`config.mk`:
```
export PLATFORM = sky130hd
export DESIGN_NAME = uart_status_control_baud
export DESIGN_NICKNAME = d
export VERILOG_FILES = /design/src/hdl/uart_baud_gen.v /design/src/hdl/uart_status_control_baud.v
export VERILOG_INCLUDE_DIRS = /design/src /design/src/hdl
export SDC_FILE = /design/constraint.sdc
export NUM_CORES = 1
export LEC_CHECK = 0
export ABC_AREA = 1
export BUFFER_PORTS_ARGS = -buffer_cell sky130_fd_sc_hd__clkbuf_2
export CORE_ASPECT_RATIO = 0.5
export CORE_MARGIN = 4
export CORE_UTILIZATION = 58
export CTS_CLUSTER_DIAMETER = 200
export DETAILED_ROUTE_END_ITERATION = 10
export GPL_TIMING_DRIVEN = 0
export HOLD_SLACK_MARGIN = 0.06
export PLACE_DENSITY_LB_ADDON = 0.3
export SYNTH_ARGS = -nofsm -noshare
export SYNTH_HDL_FRONTEND = slang
export SYNTH_HIERARCHICAL = 1
export SYNTH_SLANG_ARGS = --single-unit
```
`constraint.sdc`:
```
create_clock -name clk -period 5.6 [get_ports clk]
set_clock_uncertainty 0.2 [all_clocks]
set_input_delay 1.12 -clock clk [delete_from_list [all_inputs] [get_ports clk]]
set_output_delay 1.12 -clock clk [all_outputs]
set_load 0.02 [all_outputs]
```
`src/hdl/uart_consts.vh`:
```
// Register map, field positions and reset values of the serial transceiver
`ifndef UART_CONSTS_VH
`define UART_CONSTS_VH

// --------------------------------------------------------------------------
// Register indices; the byte address is four times the index
// --------------------------------------------------------------------------
`define DIV_IDX 6'h09
`define CTRL_IDX 6'h0A
`define STAT_IDX 6'h0B
`define DATA_IDX 6'h0C

// --------------------------------------------------------------------------
// Control register fields
// --------------------------------------------------------------------------
`define CTRL_RXIE 7
`define CTRL_TXIE 6
`define CTRL_EMIE 5
`define CTRL_RXON 4
`define CTRL_TXON 3
`define CTRL_NINE 2
`define CTRL_RX8 1
`define CTRL_TX8 0
`define CTRL_RESET 8'h00

// --------------------------------------------------------------------------
// Status register fields
// --------------------------------------------------------------------------
`define STAT_RXDONE 7
`define STAT_TXDONE 6
`define STAT_EMPTY 5
`define STAT_FRAME 4
`define STAT_OVER 3

// --------------------------------------------------------------------------
// Divisor, oversampling and frame figures; bus response codes
// --------------------------------------------------------------------------
`define DIV_RESET 8'h00
`define OVERSAMPLE 5'h10
`define VOTE_FIRST 4'h8
`define VOTE_MID 4'h9
`define VOTE_LAST 4'hA
`define FRAME_LEN8 4'hA
`define FRAME_LEN9 4'hB
`define RESP_OKAY 2'h0
`define RESP_SLVERR 2'h2

`endif

```
`src/hdl/uart_baud_gen.v`:
```
// Baud prescaler: sixteen-times sample tick and bit-rate tick
`timescale 1ns/1ps
`default_nettype none
`include "uart_consts.vh"

module uart_baud_gen #(
	parameter DIV_W = 8
) (
	// Clock and reset
	input wire clk,
	input wire resetn,
	// Divisor from software
	input wire [DIV_W-1:0] divisor,
	// Ticks
	output wire sampleTick,
	output wire bitTick
);

	reg [DIV_W-1:0] preCnt_q;
	reg [3:0] subCnt_q;

	// Prescaler reloads from the divisor at expiry, so a new divisor takes
	// effect at the next expiry without a glitch in the current period
	always @(posedge clk or negedge resetn) begin
		if (!resetn) begin
			preCnt_q <= {DIV_W{1'b0}};
			subCnt_q <= 4'h0;
		end else if (preCnt_q == {DIV_W{1'b0}}) begin
			preCnt_q <= divisor;
			subCnt_q <= subCnt_q + 4'h1;
		end else begin
			preCnt_q <= preCnt_q - {{(DIV_W-1){1'b0}}, 1'b1};
		end
	end

	// One tick per divisor+1 clocks; bit tick every sixteenth sample tick
	assign sampleTick = (preCnt_q == {DIV_W{1'b0}});
	assign bitTick = sampleTick && (subCnt_q == 4'hF);

endmodule // uart_baud_gen
`default_nettype wire

```
`src/hdl/uart_status_control_baud.v`:
```
// Serial transceiver with status, control, data and divisor registers
//
// Our own choice: register access over AXI4-Lite.
`timescale 1ns/1ps
`default_nettype none
`include "uart_consts.vh"

// Behaviour
// Transmit-done sets after stop bit has lasted a bit and nothing waits.
// Transmit-done requests interrupt when enabled; cleared by vector or writing one.
// Holding-empty sets when byte moves to shifter; clears on data write.
// Empty interrupt stays asserted while holding-empty set and enabled.
// Holding-empty reads one during and after reset.
// Framing error sets on zero stop bit, clears on later good stop.
// Overrun detected on unread data; shows once older byte is read.
// Overrun clears when a character transfers without overrun.
// Status bits two to zero read zero.
// Three enables gate their flags into requests, only with global enable.
// Receiver off stops transmit-done, overrun and framing from setting.
// Transmitter off still finishes shifting and waiting characters.
// Nine-bit mode sends and receives nine data bits.
// Received ninth bit read-only; transmit ninth bit write-only.
// Bit rate is clock over sixteen times divisor plus one.
// Divisor is an eight-bit read/write register steering the generator.
// Receiver samples sixteen times per bit, majority of middle samples.
// Start bit on tick after load, data LSB first, then stop.
// Every received character goes to data register and sets receive-done; the code drops a character that overruns unread data instead.
// Reading data register clears receive-done.
// Prescaler reloads from divisor; divide by sixteen gives bit clock.
module uart_status_control_baud #(
	parameter ADDR_W = 8
) (
	// Clock and reset
	input wire clk,
	input wire resetn,
	// AXI4-Lite write channels
	input wire [ADDR_W-1:0] awaddr,
	input wire awvalid,
	output wire awready,
	input wire [31:0] wdata,
	input wire [3:0] wstrb,
	input wire wvalid,
	output wire wready,
	output reg [1:0] bresp,
	output reg bvalid,
	input wire bready,
	// AXI4-Lite read channels
	input wire [ADDR_W-1:0] araddr,
	input wire arvalid,
	output wire arready,
	output reg [31:0] rdata,
	output reg [1:0] rresp,
	output reg rvalid,
	input wire rready,
	// Serial pins
	input wire serialIn,
	output reg serialOut,
	// Interrupt controller side
	input wire globalIrqEn,
	input wire txDoneVecTaken,
	output wire rxDoneIrq,
	output wire txDoneIrq,
	output wire txEmptyIrq
);

	// --------------------------------------------------------------------
	// State codes
	// --------------------------------------------------------------------
	localparam TX_IDLE = 2'b01;
	localparam TX_RUN = 2'b10;
	localparam RX_IDLE = 3'b001;
	localparam RX_BITS = 3'b010;
	localparam RX_DONE = 3'b100;

	// --------------------------------------------------------------------
	// Declarations
	// --------------------------------------------------------------------
	reg [7:0] ctrl_q;
	reg [7:0] div_q;
	reg txDone_q;
	reg holdFull_q;
	reg [7:0] txHold_q;
	reg [1:0] txState_q;
	reg [10:0] txShift_q;
	reg [3:0] txCnt_q;
	reg rxDone_q;
	reg frame_q;
	reg over_q;
	reg overPend_q;
	reg [7:0] rxData_q;
	reg rxNinth_q;
	reg [2:0] rxState_q;
	reg [3:0] sCnt_q;
	reg [1:0] votes_q;
	reg [3:0] rxIdx_q;
	reg [8:0] rxShift_q;
	reg rxStop_q;
	reg inMeta_q;
	reg inSync_q;
	reg awHeld_q;
	reg wHeld_q;
	reg [ADDR_W-1:0] awAddr_q;
	reg [31:0] wData_q;
	reg [3:0] wStrb_q;
	wire sampleTick;
	wire bitTick;
	wire doWrite;
	wire [5:0] wIdx;
	wire [5:0] rIdx;
	wire lane0;
	wire dataWr;
	wire statWr;
	wire dataRd;
	wire nineMode;
	wire [10:0] txFrame;
	wire [3:0] frameLen;
	wire txLoadIdle;
	wire txEndTick;
	wire rxOn;
	wire voteBit;
	wire [1:0] votesNow;
	wire [3:0] lastIdx;
	wire rxFinish;
	wire rxOverrun;
	reg [31:0] rdMux;
	reg rdHit;

	// --------------------------------------------------------------------
	// Baud generator
	// --------------------------------------------------------------------
	uart_baud_gen #(
		.DIV_W(8)
	) baudGen (
		.clk(clk),
		.resetn(resetn),
		.divisor(div_q),
		.sampleTick(sampleTick),
		.bitTick(bitTick)
	);

	// --------------------------------------------------------------------
	// Bus slave: write path
	// --------------------------------------------------------------------
	// Address and data may arrive in either order; each is held until both
	assign awready = !awHeld_q && !bvalid;
	assign wready = !wHeld_q && !bvalid;
	assign doWrite = awHeld_q && wHeld_q && !bvalid;
	assign wIdx = awAddr_q[7:2];
	assign lane0 = wStrb_q[0];
	assign dataWr = doWrite && lane0 && (wIdx == `DATA_IDX);
	assign statWr = doWrite && lane0 && (wIdx == `STAT_IDX);

	// Capture channels and issue the response one cycle after the write
	always @(posedge clk or negedge resetn) begin
		if (!resetn) begin
			awHeld_q <= 1'b0;
			wHeld_q <= 1'b0;
			awAddr_q <= {ADDR_W{1'b0}};
			wData_q <= 32'h00000000;
			wStrb_q <= 4'h0;
			bvalid <= 1'b0;
			bresp <= `RESP_OKAY;
		end else begin
			if (awvalid && awready) begin
				awHeld_q <= 1'b1;
				awAddr_q <= awaddr;
			end
			if (wvalid && wready) begin
				wHeld_q <= 1'b1;
				wData_q <= wdata;
				wStrb_q <= wstrb;
			end
			if (doWrite) begin
				awHeld_q <= 1'b0;
				wHeld_q <= 1'b0;
				bvalid <= 1'b1;
				if (wIdx == `DIV_IDX || wIdx == `CTRL_IDX || wIdx == `STAT_IDX ||
					wIdx == `DATA_IDX) begin
					bresp <= `RESP_OKAY;
				end else begin
					bresp <= `RESP_SLVERR;
				end
			end else if (bvalid && bready) begin
				bvalid <= 1'b0;
			end
		end
	end

	// Software-written registers; the received ninth bit is not stored here
	always @(posedge clk or negedge resetn) begin
		if (!resetn) begin
			ctrl_q <= `CTRL_RESET;
			div_q <= `DIV_RESET;
		end else if (doWrite && lane0) begin
			if (wIdx == `CTRL_IDX) begin
				ctrl_q <= wData_q[7:0];
			end else if (wIdx == `DIV_IDX) begin
				div_q <= wData_q[7:0];
			end
		end
	end

	// --------------------------------------------------------------------
	// Bus slave: read path
	// --------------------------------------------------------------------
	assign arready = !rvalid;
	assign rIdx = araddr[7:2];
	assign dataRd = arvalid && arready && (rIdx == `DATA_IDX);

	// Read decode; write-only ninth bit and low status bits read zero
	always @* begin
		rdMux = 32'h00000000;
		rdHit = 1'b1;
		if (rIdx == `CTRL_IDX) begin
			rdMux[7:0] = {ctrl_q[7:2], rxNinth_q, 1'b0};
		end else if (rIdx == `STAT_IDX) begin
			rdMux[7:0] = {rxDone_q, txDone_q, !holdFull_q, frame_q, over_q, 3'b000};
		end else if (rIdx == `DATA_IDX) begin
			rdMux[7:0] = rxData_q;
		end else if (rIdx == `DIV_IDX) begin
			rdMux[7:0] = div_q;
		end else begin
			rdHit = 1'b0;
		end
	end

	// Read data is registered, answer one cycle after the address
	always @(posedge clk or negedge resetn) begin
		if (!resetn) begin
			rvalid <= 1'b0;
			rdata <= 32'h00000000;
			rresp <= `RESP_OKAY;
		end else if (arvalid && arready) begin
			rvalid <= 1'b1;
			rdata <= rdMux;
			rresp <= rdHit ? `RESP_OKAY : `RESP_SLVERR;
		end else if (rvalid && rready) begin
			rvalid <= 1'b0;
		end
	end

	// --------------------------------------------------------------------
	// Interrupt requests
	// --------------------------------------------------------------------
	assign rxDoneIrq = globalIrqEn && ctrl_q[`CTRL_RXIE] && rxDone_q;
	assign txDoneIrq = globalIrqEn && ctrl_q[`CTRL_TXIE] && txDone_q;
	// Level request: repeats until software refills the holding register
	assign txEmptyIrq = globalIrqEn && ctrl_q[`CTRL_EMIE] && !holdFull_q;

	// --------------------------------------------------------------------
	// Transmitter
	// --------------------------------------------------------------------
	assign nineMode = ctrl_q[`CTRL_NINE];
	assign rxOn = ctrl_q[`CTRL_RXON];
	// Frame: start at bit 0, data LSB first, optional ninth bit, stop
	assign txFrame = nineMode ? {1'b1, ctrl_q[`CTRL_TX8], txHold_q, 1'b0} :
		{2'b11, txHold_q, 1'b0};
	assign frameLen = nineMode ? `FRAME_LEN9 : `FRAME_LEN8;
	// A fresh start needs the enable; a running frame chains regardless
	assign txLoadIdle = (txState_q == TX_IDLE) && holdFull_q && ctrl_q[`CTRL_TXON];
	assign txEndTick = (txState_q == TX_RUN) && bitTick && (txCnt_q == 4'h0);

	// Shifter and line driver
	always @(posedge clk or negedge resetn) begin
		if (!resetn) begin
			txState_q <= TX_IDLE;
			txShift_q <= 11'h7FF;
			txCnt_q <= 4'h0;
			serialOut <= 1'b1;
		end else begin
			case (txState_q)
			TX_IDLE: begin
				serialOut <= 1'b1;
				if (txLoadIdle) begin
					txShift_q <= txFrame;
					txCnt_q <= frameLen;
					txState_q <= TX_RUN;
				end
			end
			TX_RUN: begin
				if (bitTick) begin
					if (txCnt_q != 4'h0) begin
						serialOut <= txShift_q[0];
						txShift_q <= {1'b1, txShift_q[10:1]};
						txCnt_q <= txCnt_q - 4'h1;
					end else if (holdFull_q) begin
						// Stop bit done and a byte waits: start it at once
						serialOut <= 1'b0;
						txShift_q <= {1'b1, txFrame[10:1]};
						txCnt_q <= frameLen - 4'h1;
					end else begin
						txState_q <= TX_IDLE;
					end
				end
			end
			default: begin
				txState_q <= TX_IDLE;
			end
			endcase
		end
	end

	// Holding register; a write in the load cycle keeps it full
	always @(posedge clk or negedge resetn) begin
		if (!resetn) begin
			holdFull_q <= 1'b0;
			txHold_q <= 8'h00;
		end else if (dataWr) begin
			holdFull_q <= 1'b1;
			txHold_q <= wData_q[7:0];
		end else if (txLoadIdle || (txEndTick && holdFull_q)) begin
			holdFull_q <= 1'b0;
		end
	end

	// Transmit-done: set wins over vector and software clear
	always @(posedge clk or negedge resetn) begin
		if (!resetn) begin
			txDone_q <= 1'b0;
		end else if (txEndTick && !holdFull_q && !dataWr && rxOn) begin
			txDone_q <= 1'b1;
		end else if (txDoneVecTaken || (statWr && wData_q[`STAT_TXDONE])) begin
			txDone_q <= 1'b0;
		end
	end

	// --------------------------------------------------------------------
	// Receiver
	// --------------------------------------------------------------------
	// Line synchroniser
	always @(posedge clk or negedge resetn) begin
		if (!resetn) begin
			inMeta_q <= 1'b1;
			inSync_q <= 1'b1;
		end else begin
			inMeta_q <= serialIn;
			inSync_q <= inMeta_q;
		end
	end

	assign votesNow = votes_q + {1'b0, inSync_q};
	assign voteBit = votesNow[1];
	assign lastIdx = nineMode ? 4'hA : 4'h9;

	// Sample counter starts at 1 on the first zero; votes at 8, 9 and 10
	always @(posedge clk or negedge resetn) begin
		if (!resetn) begin
			rxState_q <= RX_IDLE;
			sCnt_q <= 4'h0;
			votes_q <= 2'b00;
			rxIdx_q <= 4'h0;
			rxShift_q <= 9'h000;
			rxStop_q <= 1'b1;
		end else if (!rxOn) begin
			rxState_q <= RX_IDLE;
		end else begin
			case (rxState_q)
			RX_IDLE: begin
				if (sampleTick && !inSync_q) begin
					sCnt_q <= 4'h1;
					votes_q <= 2'b00;
					rxIdx_q <= 4'h0;
					rxState_q <= RX_BITS;
				end
			end
			RX_BITS: begin
				if (sampleTick) begin
					sCnt_q <= sCnt_q + 4'h1;
					if (sCnt_q == `VOTE_FIRST - 4'h1 || sCnt_q == `VOTE_MID - 4'h1) begin
						votes_q <= votesNow;
					end else if (sCnt_q == `VOTE_LAST - 4'h1) begin
						votes_q <= 2'b00;
						rxIdx_q <= rxIdx_q + 4'h1;
						if (rxIdx_q == 4'h0) begin
							// Noise spike: a start bit that votes one is rejected
							if (voteBit) begin
								rxState_q <= RX_IDLE;
							end
						end else if (rxIdx_q == lastIdx) begin
							rxStop_q <= voteBit;
							rxState_q <= RX_DONE;
						end else begin
							rxShift_q <= {voteBit, rxShift_q[8:1]};
						end
					end
				end
			end
			RX_DONE: begin
				rxState_q <= RX_IDLE;
			end
			default: begin
				rxState_q <= RX_IDLE;
			end
			endcase
		end
	end

	assign rxFinish = (rxState_q == RX_DONE) && rxOn;
	// A read in the same cycle frees the data register in time
	assign rxOverrun = rxFinish && rxDone_q && !dataRd;

	// Data transfer and receive flags; sets win over the read clear
	always @(posedge clk or negedge resetn) begin
		if (!resetn) begin
			rxDone_q <= 1'b0;
			rxData_q <= 8'h00;
			rxNinth_q <= 1'b0;
			frame_q <= 1'b0;
			over_q <= 1'b0;
			overPend_q <= 1'b0;
		end else begin
			if (rxFinish && !rxOverrun) begin
				rxDone_q <= 1'b1;
				rxData_q <= nineMode ? rxShift_q[7:0] : rxShift_q[8:1];
				rxNinth_q <= nineMode ? rxShift_q[8] : rxNinth_q;
				frame_q <= !rxStop_q;
				over_q <= 1'b0;
				overPend_q <= 1'b0;
			end else begin
				if (dataRd) begin
					rxDone_q <= 1'b0;
					over_q <= overPend_q;
					overPend_q <= 1'b0;
				end
				if (rxOverrun) begin
					overPend_q <= 1'b1;
				end
			end
		end
	end

endmodule // uart_status_control_baud
`default_nettype wire

```
==> impl_metrics.tcl, run 1 <==
set metrics [dict create \
    status "complete, no violations" \
    place_hpwl_um 10240 \
    cts_tree "done" \
    clock-sinks 121 \
    via_per_inst 5.335 \
    worstSetupEndpointType "primary output" \
    die_x_um 156.7 \
    area_growth_pct 18.78 \
    max_slew.worst_pin.slew_ps 524.1 \
    drc 0 \
    clkLatencyLatePin_ps 410 \
    ys_ff_latch 121 \
    first_pass_iters 7 \
    diodes 0 \
    drive_gt1_frac 0.2338 \
    crit_slowest_cell "nor3_1" \
    grt_remaining_overflow 0 \
    min_period_over_period 0.5525 \
    powerDensity_mw_per_mm2 426.2 \
    maxSlewViolCount 0 \
    fin_nets 936 \
    syn_avg_cell_area_um2 8.325 \
    design.core.area_mm2 0.01048 \
    crit_fanout 3 \
    vdd_drop_max_uv 297.0 \
    hold_path.class "reg2reg" \
    setup_viol 0 \
    cap_violations 0 \
    cts_resized 0 \
    utilization 0.7268 \
    die_area_mm2 0.01290 \
    ys_seq_area_frac 0.4755 \
    grt_pass1_vias 5024 \
    ant_nets 0 \
    wl_met3_um 1239 \
    initial_core_util 0.6119 \
    top_layer "met4" \
    gp_congestion 0.8578 \
    num_vias 5426 \
    wl_per_cell_um 14.22 \
    wl_met1_um 6681 \
    fin_crit_ps 3094 \
    cts_made_buffers 17 \
    crit_type "in2out" \
    yosysWarningCount 6 \
    slew_headroom 0.6493 \
    fmax_ghz 0.3232 \
    wl_met2_um 6364 \
    grt_max_degree 99 \
    antenna_found_initial 0 \
    rsz0062_at_grt "false" \
    cp.required_ps 4280 \
    cts_max_path_buffers 2 \
    final_hold_viol_count 0 \
    cp_cell_sequence "clkbuf_2, inv_1, nor3_1, clkbuf_2" \
    io_pins 107 \
    crit_top_cell "clkbuf_2" \
    grt_pass1_wl_um 23990 \
    h-tree-depth 4 \
    die-height_um 82.34 \
    setup_tns_ps 0 \
    syn_area_mm2 0.006410 \
    slowest_delay_ps 260 \
    holdBufCountCts 0 \
    cts.clk_slew.worst_paths_ps 50 \
    ys_types 44 \
    total_power_mw 3.245 \
    routed_wl_um 14470 \
    cp-start-kind "input pin" \
    p_leak_nw 3.820 \
    synthCells 770 \
    row_count 26 \
    cts_root_buf "clkbuf_16" \
    critPathArrivalTime_ps 1770 \
    track_usage 0.2402 \
    drt_iter0_markers 440 \
    cts_setup_buffers 0 \
    portBuffers 49 \
]
==> cell type report <==
cell class | instances | area [µm²]
flip-flops and latches | 121 | 3048
clock inverters | 12 | 196.4
inverters | 100 | 375.4
well taps | 140 | 175.2
repair buffers | 50 | 281.5
plain buffers | 45 | 340.3
fillers | 763 | 2861
multi-input cells | 529 | 2740
clock buffers | 20 | 456.7
==> per-layer routing <==
| layer | vias to the layer above | global-route usage |
|---|---|---|
| met5 | - | 0 |
| li1 | 2620 | - |
| met1 | 2565 | 0.3290 |
| met4 | 0 | 0.07446 |
| met2 | 220 | 0.3821 |
| met3 | 21 | 0.06143 |
==> cells in the final DEF (no fill, tap or decap), types with 2 or more instances in the layout <==
cell / Yosys / final
a21oi_1: 37 / 37
a22oi_1: 2 / 2
buf_2: 10 / 10
buf_4: 26 / 26
buf_6: 6 / 6
bufinv_16: 0 / 5
clkbuf_1: 2 / 3
clkbuf_16: 0 / 17
clkbuf_2: 0 / 48
clkbuf_8: 0 / 3
clkinv_2: 0 / 3
clkinvlp_4: 0 / 3
conb_1: 1 / 26
dfrtp_1: 105 / 105
dfstp_2: 16 / 16
ha_1: 10 / 10
inv_1: 95 / 95
inv_2: 5 / 5
mux2_2: 3 / 3
nand2_1: 181 / 181
nand2_2: 6 / 6
nand2_4: 2 / 2
nand3_1: 41 / 41
nand3_2: 2 / 2
nand4_1: 6 / 6
nor2_1: 58 / 58
nor2_2: 7 / 7
nor2_4: 5 / 5
nor3_1: 14 / 14
nor3_2: 2 / 2
nor3_4: 2 / 2
o211ai_1: 6 / 6
o21ai_0: 70 / 70
o21ai_1: 4 / 4
o21ai_2: 25 / 25
o22ai_1: 2 / 2
or2_1: 2 / 2
xnor2_1: 2 / 2
xor2_1: 4 / 4
==> cell usage after synthesis (all sizes together) <==
cell type / instances / area (µm²)
o22ai: 2 / 12.51
mux2: 3 / 33.78
a22oi: 2 / 15.01
inv: 100 / 375.4
a21o: 1 / 7.510
xor2: 5 / 51.30
nor3: 18 / 122.6
o211ai: 6 / 45.04
xnor2: 2 / 17.52
nand4: 7 / 58.81
nor2: 71 / 337.8
or2: 3 / 18.77
dfrtp: 105 / 2628
nand3b: 1 / 20.02
a21oi: 37 / 185.2
o21ai: 99 / 589.3
nand3: 44 / 242.7
dfstp: 16 / 420.4
o31ai: 1 / 7.510
conb: 1 / 3.750
clkbuf: 2 / 7.510
a31oi: 1 / 6.260
nand2: 189 / 739.5
and2: 1 / 6.260
ha: 10 / 125.1
buf: 43 / 332.8
==> cells by family after synthesis <==
group           Yosys count  share of synthesized area
flops                   121                     0.4755
xor+xnor                  7                    0.01074
simple gates            334                     0.2413
mux                       3                   0.005270
compound gates          149                     0.1355
fa+ha+maj                10                    0.01952
buf+inv                 145                     0.1117
other cells               1                  0.0005850
==> worst max-delay path: cells and delay by family <==
kind                   cells  cell delay, ps
buffers and inverters      3             390
and+or+nand+nor            1             260
==> stage by stage <==
stage / std cells / hold slack, ps / area, µm² / setup WS [ps]
2_1_floorplan: 795 / 145.2 / 6504 / 2627
3_3_place_gp: 984 / 147.2 / 6924 / 1427
3_5_place_dp: 985 / 147.2 / 6960 / 2513
4_1_cts: 1017 / 155.0 / 7614 / 2506
5_1_grt: 1017 / 158.9 / 7614 / 2463
6_report: 1017 / 154.5 / 7614 / 2506
==> sequential cells by signal (all words and copies together) (netlist names), 3 cells and up <==
name and cells:
rxIdx_q 4, txCnt_q 4, sCnt_q 4, rxData_q 8, txHold_q 8, baudGen/preCnt_q 8, txShift_q 10, div_q 8
ctrl_q 7, awAddr_q 6, rxShift_q 9, rxState_q 3, wData_q 8, rdata 8, baudGen/subCnt_q 4
==> report_power, final <==
group | internal, mW | switching (mW)
registers | 1.07 | 0.149
clock network | 0.811 | 0.402
logic | 0.266 | 0.543
==> final timing paths <==
kind	start	endpoint	slack [ps]	depth (start not counted)
worst max-delay path	globalIrqEn	rxDoneIrq	2510	4
worst min-delay path	inMeta_q$_DFF_PN1_	inSync_q$_DFF_PN1_	150	0
worst max register to register	baudGen/preCnt_q[0]$_DFF_PN0_	sCnt_q[3]$_DFFE_PN0P_	3010	15
worst min register to register	inMeta_q$_DFF_PN1_	inSync_q$_DFF_PN1_	150	0
max in group asynchronous	resetn	txState_q[0]$_DFFE_PN1P_	4090	2
min in group asynchronous	resetn	bvalid$_DFFE_PN0P_	370	1
(Power assumes the default switching activity.)
==> inputs of run 2 (changes only) <==
--- a/config.mk
+++ b/config.mk
@@ -6,11 +6,11 @@
 export SDC_FILE = /design/constraint.sdc
 export NUM_CORES = 1
 export LEC_CHECK = 0
-export ABC_AREA = 1
+export ABC_AREA = 0
 export BUFFER_PORTS_ARGS = -buffer_cell sky130_fd_sc_hd__clkbuf_2
 export CORE_ASPECT_RATIO = 0.5
 export CORE_MARGIN = 4
-export CORE_UTILIZATION = 58
+export CORE_UTILIZATION = 56
 export CTS_CLUSTER_DIAMETER = 200
 export DETAILED_ROUTE_END_ITERATION = 10
 export GPL_TIMING_DRIVEN = 0
==> constraint.sdc (replaced) <==
create_clock -name clk -period 3 [get_ports clk]
set_clock_uncertainty 0.2 [all_clocks]
set_input_delay 0.6 -clock clk [delete_from_list [all_inputs] [get_ports clk]]
set_output_delay 0.6 -clock clk [all_outputs]
set_load 0.02 [all_outputs]
==> run 2 against run 1 <==
Effect of this change:
- synthesized cell count down 28%
- cell count decreased by 20%
- clock power grew 80%
- wire length is 6.4% lower
- non-clock buffer count up 14
- hold slack better by 0.64 ps
- worst setup slack got worse by 2400 ps
- global-route usage down 2.0 points
- critical path type is now reg2reg
==> impl_metrics.tcl, run 2 <==
set metrics [dict create \
    ys_top_cells_by_area "dfrtp_1 (43%), dfstp_2 (6.8%), mux2_2 (6.6%)" \
    grt_pass1_wl_um 21920 \
    ys_seq_area_frac 0.4960 \
    maxSlewViolCount 0 \
    cts_tree "done" \
    max_slew.worst_pin.slew_ps 930.7 \
    wl_per_cell_um 16.67 \
    die_x_um 156.1 \
    num_vias 4544 \
    diodes 0 \
    final_hold_viol_count 0 \
    grt_most_used_layer "met2" \
    p_leak_nw 3.450 \
    synthCells 556 \
    reg.largest.list "txShift_q (10), rxShift_q (9)" \
    cts.clk_slew.worst_paths_ps 50 \
    initial_core_util 0.5884 \
    fin_nets 731 \
    design.core.area_mm2 0.01044 \
    grt_remaining_overflow 0 \
    ys_ff_latch 121 \
    grtUsageMet3 0.04895 \
    ys_types 63 \
    n_fill_cell 745 \
    synth_flop_cell "dfrtp_1" \
    grt_max_degree 100 \
    synth-async-reset-ratio 1.000 \
    clkLatencyLatePin_ps 410 \
    track_usage 0.2200 \
    place_hpwl_um 9305 \
    antenna_found_initial 0 \
    yosysTopAreaCellShare 0.4276 \
    drive_gt1_frac 0.3155 \
    ys_top_cells_by_count "dfrtp_1 (105), nand2_1 (49), mux2_2 (36)" \
    yosysWarningCount 6 \
    area_growth_pct 21.18 \
    yosysTopAreaCell "dfrtp_1" \
    routed_wl_um 13540 \
    row_count 26 \
    hold_path.class "reg2reg" \
    die-height_um 82.07 \
    setup_viol 0 \
    h-tree-depth 4 \
    final_cell_mix "dfrtp_1 (105), nand2_1 (48), clkbuf_2 (48)" \
    mostFrequentLayoutCell "dfrtp_1" \
    rrSetupSlack_ps 110 \
    multiInputGateArea_mm2 0.002868 \
    worstSetupEndpointType "flip-flop" \
    yosysMostFrequentCell "dfrtp_1" \
    io_pins 107 \
    synth_enable_flop_cells 0 \
    crit_type "reg2reg" \
    cp-start-kind "flip-flop" \
    cts_made_buffers 17 \
    top_register "txShift_q" \
    clock-sinks 121 \
    setup_tns_ps 0 \
    met1_usage 0.2911 \
    ff_latch_area_mm2 0.003048 \
    fin_crit_ps 2889 \
    drt_iter0_markers 230 \
    via_per_inst 5.596 \
    cts_root_buf "clkbuf_16" \
    powerDensity_mw_per_mm2 772.4 \
    slew_headroom 0.3782 \
    largest_reg_flops 10 \
    first_pass_iters 5 \
    die_area_mm2 0.01281 \
    vdd_drop_max_uv 454.4 \
    utilization 0.7130 \
    critPathArrivalTime_ps 3040 \
    use_met2 0.3635 \
    ant_nets 0 \
    cts_max_path_buffers 2 \
    drc 0 \
    cap_violations 0 \
    portBuffers 49 \
    min_period_over_period 0.9629 \
    cp.required_ps 3160 \
    crit_fanout 10 \
    syn_area_mm2 0.006145 \
    grt_pass1_vias 4447 \
    total_power_mw 5.752 \
    fmax_ghz 0.3462 \
    status "complete, no violations" \
    syn_avg_cell_area_um2 11.05 \
    gp_congestion 0.8384 \
]
run 2: changes by cell type in the layout (fill, tap and decap cells not counted), moves of 16 or more:
cell / previous run / this run
nor2_1: 58 / 30
inv_1: 95 / 13
clkbuf_1: 3 / 19
nand3_1: 41 / 7
o21ai_2: 25 / 0
o21ai_0: 70 / 32
nand2_1: 181 / 48
mux2_2: 3 / 36
run 2: worst max-delay path: stages (launching register included):
cell and delay (ps):
dfrtp_1 420, or4_1 510, buf_2 180, nor3_4 200
and4_1 290, and3b_1 270, a211oi_2 160, buf_2 220
a311oi_1 250, a21o_1 120
run 2: where the power goes:
group          total [mW]  internal, mW  switching [mW]
Clock                2.18          1.47           0.704
Sequential           2.37          2.00           0.371
Combinational        1.20         0.592           0.609
run 2: kinds of logic after synthesis:
family          after synthesis  share of synthesized area
compound gates              122                     0.1344
mux                          63                     0.1222
xor+xnor                      8                    0.01263
flops                       121                     0.4960
other cells                   1                  0.0006103
fa+ha+maj                    10                    0.02036
buf+inv                      64                    0.06068
simple gates                167                     0.1531
run 2: per-stage QoR:
stage,setup slack (ps),cell area [µm²],cells,hold WS (ps)
after floorplan,294.5,6238,581,104.4
after global placement,-640.3,6659,770,147.1
after detailed placement,-83.55,6695,771,148.5
after CTS,64.28,7363,806,152.0
after global routing,-33.53,7446,812,161.9
final,111.4,7446,812,155.1
run 2: worst paths after layout:
check,from,endpoint,cells after the start
worst max-delay path,baudGen/preCnt_q[3]$_DFF_PN0_,txShift_q[6]$_DFFE_PN1P_,9
worst min-delay path,inMeta_q$_DFF_PN1_,inSync_q$_DFF_PN1_,0
worst max register to register,baudGen/preCnt_q[3]$_DFF_PN0_,txShift_q[6]$_DFFE_PN1P_,9
worst min register to register,inMeta_q$_DFF_PN1_,inSync_q$_DFF_PN1_,0
max in group asynchronous,resetn,serialOut$_DFFE_PN1P_,3
min in group asynchronous,resetn,rxShift_q[4]$_DFFE_PN0P_,2
run 2: cell type report:
cell class,instances,share of cell area
flip-flops and latches,121,0.4093
multi-input cells,397,0.3851
clock buffers,24,0.06604
repair buffers,58,0.04655
plain buffers,51,0.04403
well taps,140,0.02353
clock inverters,8,0.01882
inverters,13,0.006554
run 2: repair_timing:
| action | CTS | global route |
|---|---|---|
| cloned | 0 | 1 |
| hold buffers | 2 | 0 |
| setup endpoints to repair | 9 | 17 |
| hold endpoints to repair | 19 | 0 |
| resized for setup | 2 | 9 |
| pin swaps | 1 | 2 |
| buffers inserted | 1 | 5 |
run 2: layer usage:
layer  vias to the layer above  wire [µm]  share of wire
li1                       2188          -              -
met1                      2246       6078           0.45
met2                        95       6608           0.49
met3                        15        658          0.049
met4                         0        193          0.014
met5                         -          0              0
